### config.mk
export PLATFORM = sky130hd
export DESIGN_NAME = tfpo_timer
export DESIGN_NICKNAME = d
export VERILOG_FILES = /design/src/logic/tfpo_pkg.sv /design/src/logic/tfpo_timer.sv
export SDC_FILE = /design/constraint.sdc
export NUM_CORES = 1
export LEC_CHECK = 0
export BUFFER_PORTS_ARGS = -buffer_cell sky130_fd_sc_hd__clkbuf_2
export CORE_MARGIN = 4
export CORE_UTILIZATION = 39
export CTS_CLUSTER_SIZE = 16
export DETAILED_ROUTE_END_ITERATION = 10
export MAX_ROUTING_LAYER = met4
export PLACE_DENSITY = 0.69
export SETUP_SLACK_MARGIN = 0.15
export SLEW_MARGIN = 20
export SYNTH_ARGS = -nofsm -noshare
export SYNTH_HDL_FRONTEND = slang
export SYNTH_SLANG_ARGS = --single-unit
### constraint.sdc
create_clock -name i_clock -period 4.1 [get_ports i_clock]
set_clock_uncertainty 0.05 [all_clocks]
set_input_delay 0 -clock i_clock [delete_from_list [all_inputs] [get_ports i_clock]]
set_output_delay 0 -clock i_clock [all_outputs]
set_load 0.05 [all_outputs]
### src/logic/tfpo_pkg.sv
// Purpose: Constants and types for the 16-bit free-run / pulse-gen / one-shot timer.
// Assumes: AXI4-Lite register access, 32-bit data, one word per register.
// Notes:
// Notes on behaviour
// - Mode 01: count up, never clear on match
// - After FFFF: set overflow, wrap, keep counting
// - Each register compare or capture, independently
// - Register A match raises irq A, no clear
// - Register B match raises irq B, no clear
// - A captures on primary or secondary edge
// - B captures only on primary edge
// - Output unavailable while secondary edges used
// - Both compare: toggle and irq per match
// - Capture into B raises irq B
// - Both capture: toggle on primary only if invert
// - Secondary-only edges: B gets no captures
// - Mode 11: clear on A match, period A+1
// - Pulse-gen output active B+1 clocks per period
// - One-shot enabled in mode 01/10 with bit 5
// - Trigger bit 6 or primary edge restarts counter
// - Counter read returns current count
// - One-shot: each match raises irq and toggles
// - Pulse starts M+1 after trigger, lasts N-M
package tfpo_pkg;
   localparam logic [7:0] TFPO_OFF_MODE = 8'h00;
   localparam logic [7:0] TFPO_OFF_CAPCOMP = 8'h04;
   localparam logic [7:0] TFPO_OFF_OUTCTL = 8'h08;
   localparam logic [7:0] TFPO_OFF_EDGE = 8'h0C;
   localparam logic [7:0] TFPO_OFF_COUNT = 8'h10;
   localparam logic [7:0] TFPO_OFF_CCA = 8'h14;
   localparam logic [7:0] TFPO_OFF_CCB = 8'h18;
   // Mode register fields
   localparam int TFPO_MODE_OVF_BIT = 0;
   localparam int TFPO_MODE_INV_BIT = 1;
   localparam int TFPO_MODE_LO_BIT = 2;
   // Capture/compare control fields
   localparam int TFPO_CC_A_CAP_BIT = 0;
   localparam int TFPO_CC_A_SEC_BIT = 1;
   localparam int TFPO_CC_B_CAP_BIT = 2;
   // Output control fields
   localparam int TFPO_OC_OUT_EN_BIT = 0;
   localparam int TFPO_OC_OS_EN_BIT = 5;
   localparam int TFPO_OC_OS_TRIG_BIT = 6;
   // Edge enable fields
   localparam int TFPO_EDGE_PRI_BIT = 0;
   localparam int TFPO_EDGE_SEC_BIT = 1;
   localparam logic [15:0] TFPO_COUNT_MAX = 16'hFFFF;
   localparam logic [15:0] TFPO_COUNT_ZERO = 16'h0000;
   localparam logic [1:0] TFPO_RESP_OKAY = 2'h0;
   localparam logic [1:0] TFPO_RESP_SLVERR = 2'h2;

   typedef enum logic [1:0] {
      TFPO_MODE_STOP = 2'b00,
      TFPO_MODE_FREE = 2'b01,
      TFPO_MODE_EDGE_CLR = 2'b10,
      TFPO_MODE_PPG = 2'b11
   } tfpo_mode_t;

   typedef struct packed {
      logic [7:0] addr;
      logic [31:0] data;
   } tfpo_wr_t;
endpackage

### src/logic/tfpo_timer.sv
// Purpose: 16-bit timer with two capture/compare registers, one output pin, AXI4-Lite registers.
// Assumes: Count clock is the system clock; pins are asynchronous and synchronised here.
// Notes: Output toggles one clock after its cause; irq outputs are one-cycle pulses.
//
// Our own choices: register access over AXI4-Lite and the placing of the registers.
`timescale 1ns/1ps
module tfpo_timer
   import tfpo_pkg::*;
(
   input wire logic i_clock,
   input wire logic i_reset_n,
   input wire logic [7:0] i_awaddr,
   input wire logic i_awvalid,
   output logic o_awready,
   input wire logic [31:0] i_wdata,
   input wire logic [3:0] i_wstrb,
   input wire logic i_wvalid,
   output logic o_wready,
   output logic [1:0] o_bresp,
   output logic o_bvalid,
   input wire logic i_bready,
   input wire logic [7:0] i_araddr,
   input wire logic i_arvalid,
   output logic o_arready,
   output logic [31:0] o_rdata,
   output logic [1:0] o_rresp,
   output logic o_rvalid,
   input wire logic i_rready,
   input wire logic i_capture_in_primary,
   input wire logic i_capture_in_secondary,
   output logic o_timer_out_pin,
   output logic o_irq_match_a,
   output logic o_irq_match_b
);
   logic [1:0] pri_sync_reg, pri_sync_next, sec_sync_reg, sec_sync_next;
   logic pri_last_reg, pri_last_next, sec_last_reg, sec_last_next;
   logic [15:0] count_register_reg, count_register_next;
   logic [15:0] cc_reg_a_reg, cc_reg_a_next, cc_reg_b_reg, cc_reg_b_next;
   logic [1:0] mode_reg, mode_next;
   logic overflow_flag_reg, overflow_flag_next;
   logic invert_on_edge_bit_reg, invert_on_edge_bit_next;
   logic [2:0] capcomp_reg, capcomp_next;
   logic out_en_reg, out_en_next, oneshot_enable_bit_reg, oneshot_enable_bit_next;
   logic [1:0] edge_en_reg, edge_en_next;
   logic timer_out_reg, timer_out_next, irq_a_reg, irq_a_next, irq_b_reg, irq_b_next;
   logic os_trig_reg, os_trig_next;
   logic aw_held_reg, aw_held_next, w_held_reg, w_held_next;
   tfpo_wr_t wr_reg, wr_next;
   logic bvalid_reg, bvalid_next, rvalid_reg, rvalid_next;
   logic [1:0] bresp_reg, bresp_next, rresp_reg, rresp_next;
   logic [31:0] rdata_reg, rdata_next;
   // Bus readies come from flip-flops like every other output
   logic awready_reg, awready_next, wready_reg, wready_next, arready_reg, arready_next;

   logic pri_edge, sec_edge, wr_fire, a_cap, b_cap, match_a, match_b, running, os_mode;
   logic cap_a_evt, cap_b_evt;

   assign o_awready = awready_reg;
   assign o_wready = wready_reg;
   assign o_arready = arready_reg;
   assign o_bvalid = bvalid_reg;
   assign o_bresp = bresp_reg;
   assign o_rvalid = rvalid_reg;
   assign o_rresp = rresp_reg;
   assign o_rdata = rdata_reg;
   assign o_timer_out_pin = timer_out_reg;
   assign o_irq_match_a = irq_a_reg;
   assign o_irq_match_b = irq_b_reg;

   // Synchronisers and edge memory; only the second stage feeds edge logic
   always_comb begin
      pri_sync_next = {pri_sync_reg[0], i_capture_in_primary};
      sec_sync_next = {sec_sync_reg[0], i_capture_in_secondary};
      pri_last_next = pri_sync_reg[1];
      sec_last_next = sec_sync_reg[1];
   end
   // Any change counts as valid; rising and falling edges both count, with no polarity select
   assign pri_edge = edge_en_reg[TFPO_EDGE_PRI_BIT] && (pri_sync_reg[1] != pri_last_reg);
   assign sec_edge = edge_en_reg[TFPO_EDGE_SEC_BIT] && (sec_sync_reg[1] != sec_last_reg);

   // Bus write capture
   // Count writes are accepted but have no effect
   assign wr_fire = aw_held_reg && w_held_reg && !bvalid_reg;
   always_comb begin
      aw_held_next = aw_held_reg;
      w_held_next = w_held_reg;
      wr_next = wr_reg;
      bvalid_next = bvalid_reg;
      bresp_next = bresp_reg;
      if (i_awvalid && o_awready) begin
         aw_held_next = 1'b1;
         wr_next.addr = i_awaddr;
      end
      if (i_wvalid && o_wready) begin
         w_held_next = 1'b1;
         wr_next.data = i_wdata;
      end
      if (wr_fire) begin
         aw_held_next = 1'b0;
         w_held_next = 1'b0;
         bvalid_next = 1'b1;
         bresp_next = (wr_reg.addr[7:2] <= TFPO_OFF_CCB[7:2]) ? TFPO_RESP_OKAY : TFPO_RESP_SLVERR;
      end else if (bvalid_reg && i_bready) begin
         bvalid_next = 1'b0;
      end
      // Registered from the next state, so ready tracks the held flags exactly
      awready_next = !aw_held_next && !bvalid_next;
      wready_next = !w_held_next && !bvalid_next;
   end

   // Bus read; count read returns the live count
   always_comb begin
      rvalid_next = rvalid_reg;
      rdata_next = rdata_reg;
      rresp_next = rresp_reg;
      if (i_arvalid && !rvalid_reg) begin
         rvalid_next = 1'b1;
         rresp_next = TFPO_RESP_OKAY;
         case ({i_araddr[7:2], 2'b00})
            TFPO_OFF_MODE: rdata_next = {28'h0000000, mode_reg, invert_on_edge_bit_reg, overflow_flag_reg};
            TFPO_OFF_CAPCOMP: rdata_next = {29'h00000000, capcomp_reg};
            TFPO_OFF_OUTCTL: rdata_next = {26'h0000000, oneshot_enable_bit_reg, 4'h0, out_en_reg};
            TFPO_OFF_EDGE: rdata_next = {30'h00000000, edge_en_reg};
            TFPO_OFF_COUNT: rdata_next = {16'h0000, count_register_reg};
            TFPO_OFF_CCA: rdata_next = {16'h0000, cc_reg_a_reg};
            TFPO_OFF_CCB: rdata_next = {16'h0000, cc_reg_b_reg};
            default: begin
               rdata_next = 32'h00000000;
               rresp_next = TFPO_RESP_SLVERR;
            end
         endcase
      end else if (rvalid_reg && i_rready) begin
         rvalid_next = 1'b0;
      end
      // A new read waits until the previous answer is taken
      arready_next = !rvalid_next;
   end

   // Timer core
   assign running = mode_reg != TFPO_MODE_STOP;
   assign a_cap = capcomp_reg[TFPO_CC_A_CAP_BIT];
   assign b_cap = capcomp_reg[TFPO_CC_B_CAP_BIT];
   assign os_mode = oneshot_enable_bit_reg && (mode_reg == TFPO_MODE_FREE || mode_reg == TFPO_MODE_EDGE_CLR);
   assign match_a = running && !a_cap && (count_register_reg == cc_reg_a_reg);
   assign match_b = running && !b_cap && (count_register_reg == cc_reg_b_reg);
   // A picks its trigger; B only ever sees the primary pin
   assign cap_a_evt = running && a_cap
      && (capcomp_reg[TFPO_CC_A_SEC_BIT] ? sec_edge : pri_edge);
   assign cap_b_evt = running && b_cap && pri_edge;

   always_comb begin
      logic restart;
      logic toggle;
      restart = 1'b0;
      toggle = 1'b0;
      count_register_next = count_register_reg;
      cc_reg_a_next = cc_reg_a_reg;
      cc_reg_b_next = cc_reg_b_reg;
      mode_next = mode_reg;
      overflow_flag_next = overflow_flag_reg;
      invert_on_edge_bit_next = invert_on_edge_bit_reg;
      capcomp_next = capcomp_reg;
      out_en_next = out_en_reg;
      oneshot_enable_bit_next = oneshot_enable_bit_reg;
      edge_en_next = edge_en_reg;
      os_trig_next = 1'b0;
      // Trigger lives one cycle and acts the cycle after the write
      // Software writes first, so hardware events below win over them
      // A flag clear in the same cycle as an overflow therefore loses
      if (wr_fire) begin
         case ({wr_reg.addr[7:2], 2'b00})
            TFPO_OFF_MODE: if (i_wstrb[0] || 1'b1) begin
               mode_next = wr_reg.data[TFPO_MODE_LO_BIT +: 2];
               invert_on_edge_bit_next = wr_reg.data[TFPO_MODE_INV_BIT];
               overflow_flag_next = wr_reg.data[TFPO_MODE_OVF_BIT];
            end
            TFPO_OFF_CAPCOMP: capcomp_next = wr_reg.data[2:0];
            TFPO_OFF_OUTCTL: begin
               out_en_next = wr_reg.data[TFPO_OC_OUT_EN_BIT];
               oneshot_enable_bit_next = wr_reg.data[TFPO_OC_OS_EN_BIT];
               os_trig_next = wr_reg.data[TFPO_OC_OS_TRIG_BIT]; // Self-clearing
            end
            TFPO_OFF_EDGE: edge_en_next = wr_reg.data[1:0];
            TFPO_OFF_CCA: cc_reg_a_next = wr_reg.data[15:0];
            TFPO_OFF_CCB: cc_reg_b_next = wr_reg.data[15:0];
            default: ;
         endcase
      end
      if (!running) begin
         count_register_next = TFPO_COUNT_ZERO;
      end else begin
         if (mode_reg == TFPO_MODE_PPG && match_a) begin
            count_register_next = TFPO_COUNT_ZERO;
         end else begin
            count_register_next = count_register_reg + 16'h0001;
            if (count_register_reg == TFPO_COUNT_MAX) begin
               overflow_flag_next = 1'b1;
            end
         end
         // Primary edge restarts in edge-clear mode; one-shot needs it too
         if (os_mode && (os_trig_reg || pri_edge)) begin
            restart = 1'b1;
         end else if (mode_reg == TFPO_MODE_EDGE_CLR && pri_edge) begin
            restart = 1'b1;
         end
         if (restart) begin
            count_register_next = TFPO_COUNT_ZERO;
         end
      end
      if (cap_a_evt) begin
         cc_reg_a_next = count_register_reg;
      end
      if (cap_b_evt) begin
         cc_reg_b_next = count_register_reg;
      end
      // Matches bound the pulse in every compare mode
      toggle = (match_a ^ match_b) && !restart;
      if (a_cap && b_cap && invert_on_edge_bit_reg && pri_edge) begin
         toggle = 1'b1;
      end
      timer_out_next = timer_out_reg ^ toggle;
      // Pulse-gen uses fixed levels, so the first period cannot come out inverted
      // Pin is frozen low while the secondary edge is in use
      if (!out_en_reg || edge_en_reg[TFPO_EDGE_SEC_BIT]) begin
         timer_out_next = 1'b0;
      end else if (mode_reg == TFPO_MODE_PPG && match_a) begin
         timer_out_next = 1'b1;
      end else if (mode_reg == TFPO_MODE_PPG && match_b) begin
         timer_out_next = 1'b0;
      end
      irq_a_next = match_a || (cap_a_evt && capcomp_reg[TFPO_CC_A_SEC_BIT]);
      irq_b_next = match_b || cap_b_evt;
   end

   always_ff @(posedge i_clock or negedge i_reset_n) begin
      if (!i_reset_n) begin
         pri_sync_reg <= 2'h0;
         sec_sync_reg <= 2'h0;
         pri_last_reg <= 1'b0;
         sec_last_reg <= 1'b0;
         count_register_reg <= TFPO_COUNT_ZERO;
         cc_reg_a_reg <= TFPO_COUNT_ZERO;
         cc_reg_b_reg <= TFPO_COUNT_ZERO;
         mode_reg <= TFPO_MODE_STOP;
         overflow_flag_reg <= 1'b0;
         invert_on_edge_bit_reg <= 1'b0;
         capcomp_reg <= 3'h0;
         out_en_reg <= 1'b0;
         oneshot_enable_bit_reg <= 1'b0;
         edge_en_reg <= 2'h0;
         timer_out_reg <= 1'b0;
         irq_a_reg <= 1'b0;
         irq_b_reg <= 1'b0;
         os_trig_reg <= 1'b0;
         aw_held_reg <= 1'b0;
         w_held_reg <= 1'b0;
         wr_reg <= '0;
         bvalid_reg <= 1'b0;
         bresp_reg <= TFPO_RESP_OKAY;
         rvalid_reg <= 1'b0;
         rresp_reg <= TFPO_RESP_OKAY;
         rdata_reg <= 32'h00000000;
         awready_reg <= 1'b1;
         wready_reg <= 1'b1;
         arready_reg <= 1'b1;
      end else begin
         pri_sync_reg <= pri_sync_next;
         sec_sync_reg <= sec_sync_next;
         pri_last_reg <= pri_last_next;
         sec_last_reg <= sec_last_next;
         count_register_reg <= count_register_next;
         cc_reg_a_reg <= cc_reg_a_next;
         cc_reg_b_reg <= cc_reg_b_next;
         mode_reg <= mode_next;
         overflow_flag_reg <= overflow_flag_next;
         invert_on_edge_bit_reg <= invert_on_edge_bit_next;
         capcomp_reg <= capcomp_next;
         out_en_reg <= out_en_next;
         oneshot_enable_bit_reg <= oneshot_enable_bit_next;
         edge_en_reg <= edge_en_next;
         timer_out_reg <= timer_out_next;
         irq_a_reg <= irq_a_next;
         irq_b_reg <= irq_b_next;
         os_trig_reg <= os_trig_next;
         aw_held_reg <= aw_held_next;
         w_held_reg <= w_held_next;
         wr_reg <= wr_next;
         bvalid_reg <= bvalid_next;
         bresp_reg <= bresp_next;
         rvalid_reg <= rvalid_next;
         rresp_reg <= rresp_next;
         rdata_reg <= rdata_next;
         awready_reg <= awready_next;
         wready_reg <= wready_next;
         arready_reg <= arready_next;
      end
   end
endmodule

==> results.ini <==
[yosys]
yosys.area.top_type_share_pct=48.7
yosysWarnings=0
synth.largest_area_cell=dfrtp_1
yosys-top-cells-area=dfrtp_1 49%, mux2i_1 6.0%, mux2_2 5.8%
syn_area_sq_um=5810
synth_most_common_cell=dfrtp_1
yosysUniqueCellTypes=54
syn_inst=543
synth-seq-cells=116
netlist_top_cells_count=113 x dfrtp_1, 46 x nand2_1, 43 x nor2_1
avgSynthCellArea_sq_um=10.7
synth_flop_cell=dfrtp_1
async_reset_ff_share_pct=100
synth_edf_count=0
synth-seq-area-share_pct=50.0

[layout]
final_cell_area_sq_um=6960
drive_gt1_share_pct=22.3
largest_reg_flops=22
diodes=0
final_nets=681
syn2layout_area_growth_pct=19.8

[global_routing]
grt_pass1_vias=4350
grt_max_degree=76
overflow=0
grt_antenna_before_repair=0
grt_use_total_pct=17.6
grt_pass1_wl_microns=22100

[drt]
drt_wl_total_microns=13900
via_per_inst=5.36
top_layer=met4
first_iter_violations=296
dr_wl_met2_microns=6630
met1_length_microns=5910
drcViolationCount=0
via_count=4359
post_drt_wl_per_cell_microns=17.1
ant_nets=0
route.met3.wl_microns=1030
firstDrtPassIters=5

[die]
dieHeight_microns=130
coreArea_sq_um=14500
chipWidth_microns=130
die_area_sq_um=16900
start_util_pct=40.0
rows=44
ios=105

[timing]
finalCriticalPeriod_ns=2.59
hold_violations=0
max_freq_ghz=0.386
rsz0062_at_grt=false
max_slew_margin_pct=23.4
whs_ns=0.189
slew_viol_final=0
tightestPinTransition_ns=1.14
tns_ns=0
fin_crit_sh_pct=63.3
setup_viol=0

[clock_network]
root_buffer=clkbuf_16
cts_resized=0
htree_levels=4
cts_max_path_buffers=2
insertion_delay_ns=0.42
clkTransAtPathRegs_ns=0.05
clock_sinks=116
cts_tree=built
numCtsBuffers=17
postCtsSetupBuffers=0

[setup_path]
critPathTopFamily=simple AND/OR/NAND/NOR gates
worstPathArrival_ns=2.82
worst-path-buf-inv=0
worstSetupEndpointType=flop
required_ns=4.33
cp_slowest_cell=dfrtp_1
max_stage_delay_ns=0.51
critPathLaunchType=flop
path_cells=xor2_1, nor4_1, nand4_2, nor4_4, and2_2, or3_1, nor2_1
cp_max_fo=16
critical_path_class=flop to flop

[run_status]
status=complete, no violations

[placed_design]
place_congestion=0.904
place_area_sq_um=6110
hpwl_microns=9580
port_buffers=62

[power]
finalPower_uw=3870
total_leakage_power_uw=0.00344
vdd_drop_max_mv=0.336
power_per_cell_area_nw_per_um2=557

[flow_run]
cap_violations=0

[worst_hold_path]
hp-class=input pin to flop

[layout make-up]
cell class                 instances  area [sq um]
timing repair buffer              97           651
clock buffer                      23           468
inverter                           7          26.3
clock inverter                     9          80.1
sequential                       116          2910
tap                              184           230
multi-input combinational        377          2600
fill                            1321          7570
[worst paths after layout]
check	start	endpoint	slack, ns	depth (start not counted)
worst max-delay path	count_register_reg[7]$_DFF_PN0_	count_register_reg[11]$_DFF_PN0_	1.51	7
worst min-delay path	i_capture_in_primary	pri_sync_reg[0]$_DFF_PN0_	0.19	2
worst max register to register	count_register_reg[7]$_DFF_PN0_	count_register_reg[11]$_DFF_PN0_	1.51	7
worst min register to register	sec_sync_reg[0]$_DFF_PN0_	sec_sync_reg[1]$_DFF_PN0_	0.30	0
max in group asynchronous	i_reset_n	o_wready$_DFF_PN1_	2.67	3
min in group asynchronous	i_reset_n	o_rdata[13]$_DFFE_PN0P_	0.22	2
[repair_timing]
action / 4_1_cts / 5_1_grt
hold buffers: 30 / 0
endpoints found under the setup margin: 0 / 0
endpoints found under the hold margin: 103 / 0
[layer usage]
| metal | track usage [%] | vias to the layer above |
|---|---|---|
| met5 | - | - |
| met4 | 8.62 | 0 |
| met3 | 4.22 | 22 |
| met2 | 27.2 | 173 |
| met1 | 21.8 | 2158 |
| li1 | - | 2006 |
[report_power, final]
part | internal [uW] | switching (uW) | leakage (uW)
clock | 858 | 503 | 0.000259
combinational | 365 | 486 | 0.00166
sequential | 1390 | 268 | 0.00152
total | 2620 | 1260 | 0.00344
[layout by cell type (no fill, tap or decap), drive strengths merged, types with 5 or more instances in the layout]
| cell | synthesis | layout |
|---|---|---|
| a21oi | 21 | 21 |
| nor2 | 43 | 43 |
| a31oi | 5 | 5 |
| and2 | 5 | 5 |
| dlygate4sd3 | 0 | 30 |
| inv | 7 | 7 |
| nor4 | 7 | 7 |
| nor3 | 6 | 6 |
| mux2i | 35 | 35 |
| xnor2 | 13 | 13 |
| o21ai | 38 | 38 |
| buf | 37 | 6 |
| and3 | 6 | 6 |
| a222oi | 13 | 13 |
| conb | 1 | 18 |
| nand4 | 5 | 5 |
| dfrtp | 113 | 113 |
| xor2 | 36 | 36 |
| nand2 | 46 | 46 |
| nand3 | 13 | 13 |
| mux2 | 30 | 30 |
| clkbuf | 23 | 84 |
[cells by family after synthesis]
kind of cell	count (synthesis)	share of synthesized area [%]
buf+inv	67	6.40
xor+xnor	49	7.65
other cells	1	0.0646
simple gates	149	12.9
compound gates	91	9.89
flops	116	50.0
fa+ha+maj	4	0.862
mux	66	12.2
[through the flow]
stage | std cells | worst slack [ns] | util, %
finish | 813 | 1.51 | 47.9
detailed placement | 751 | 1.50 | 42.1
global route | 813 | 1.35 | 47.9
CTS | 813 | 1.50 | 47.9
global placement | 751 | 1.58 | 42.1
floorplan | 560 | 1.88 | -
Power figures use the tool's default switching activity.
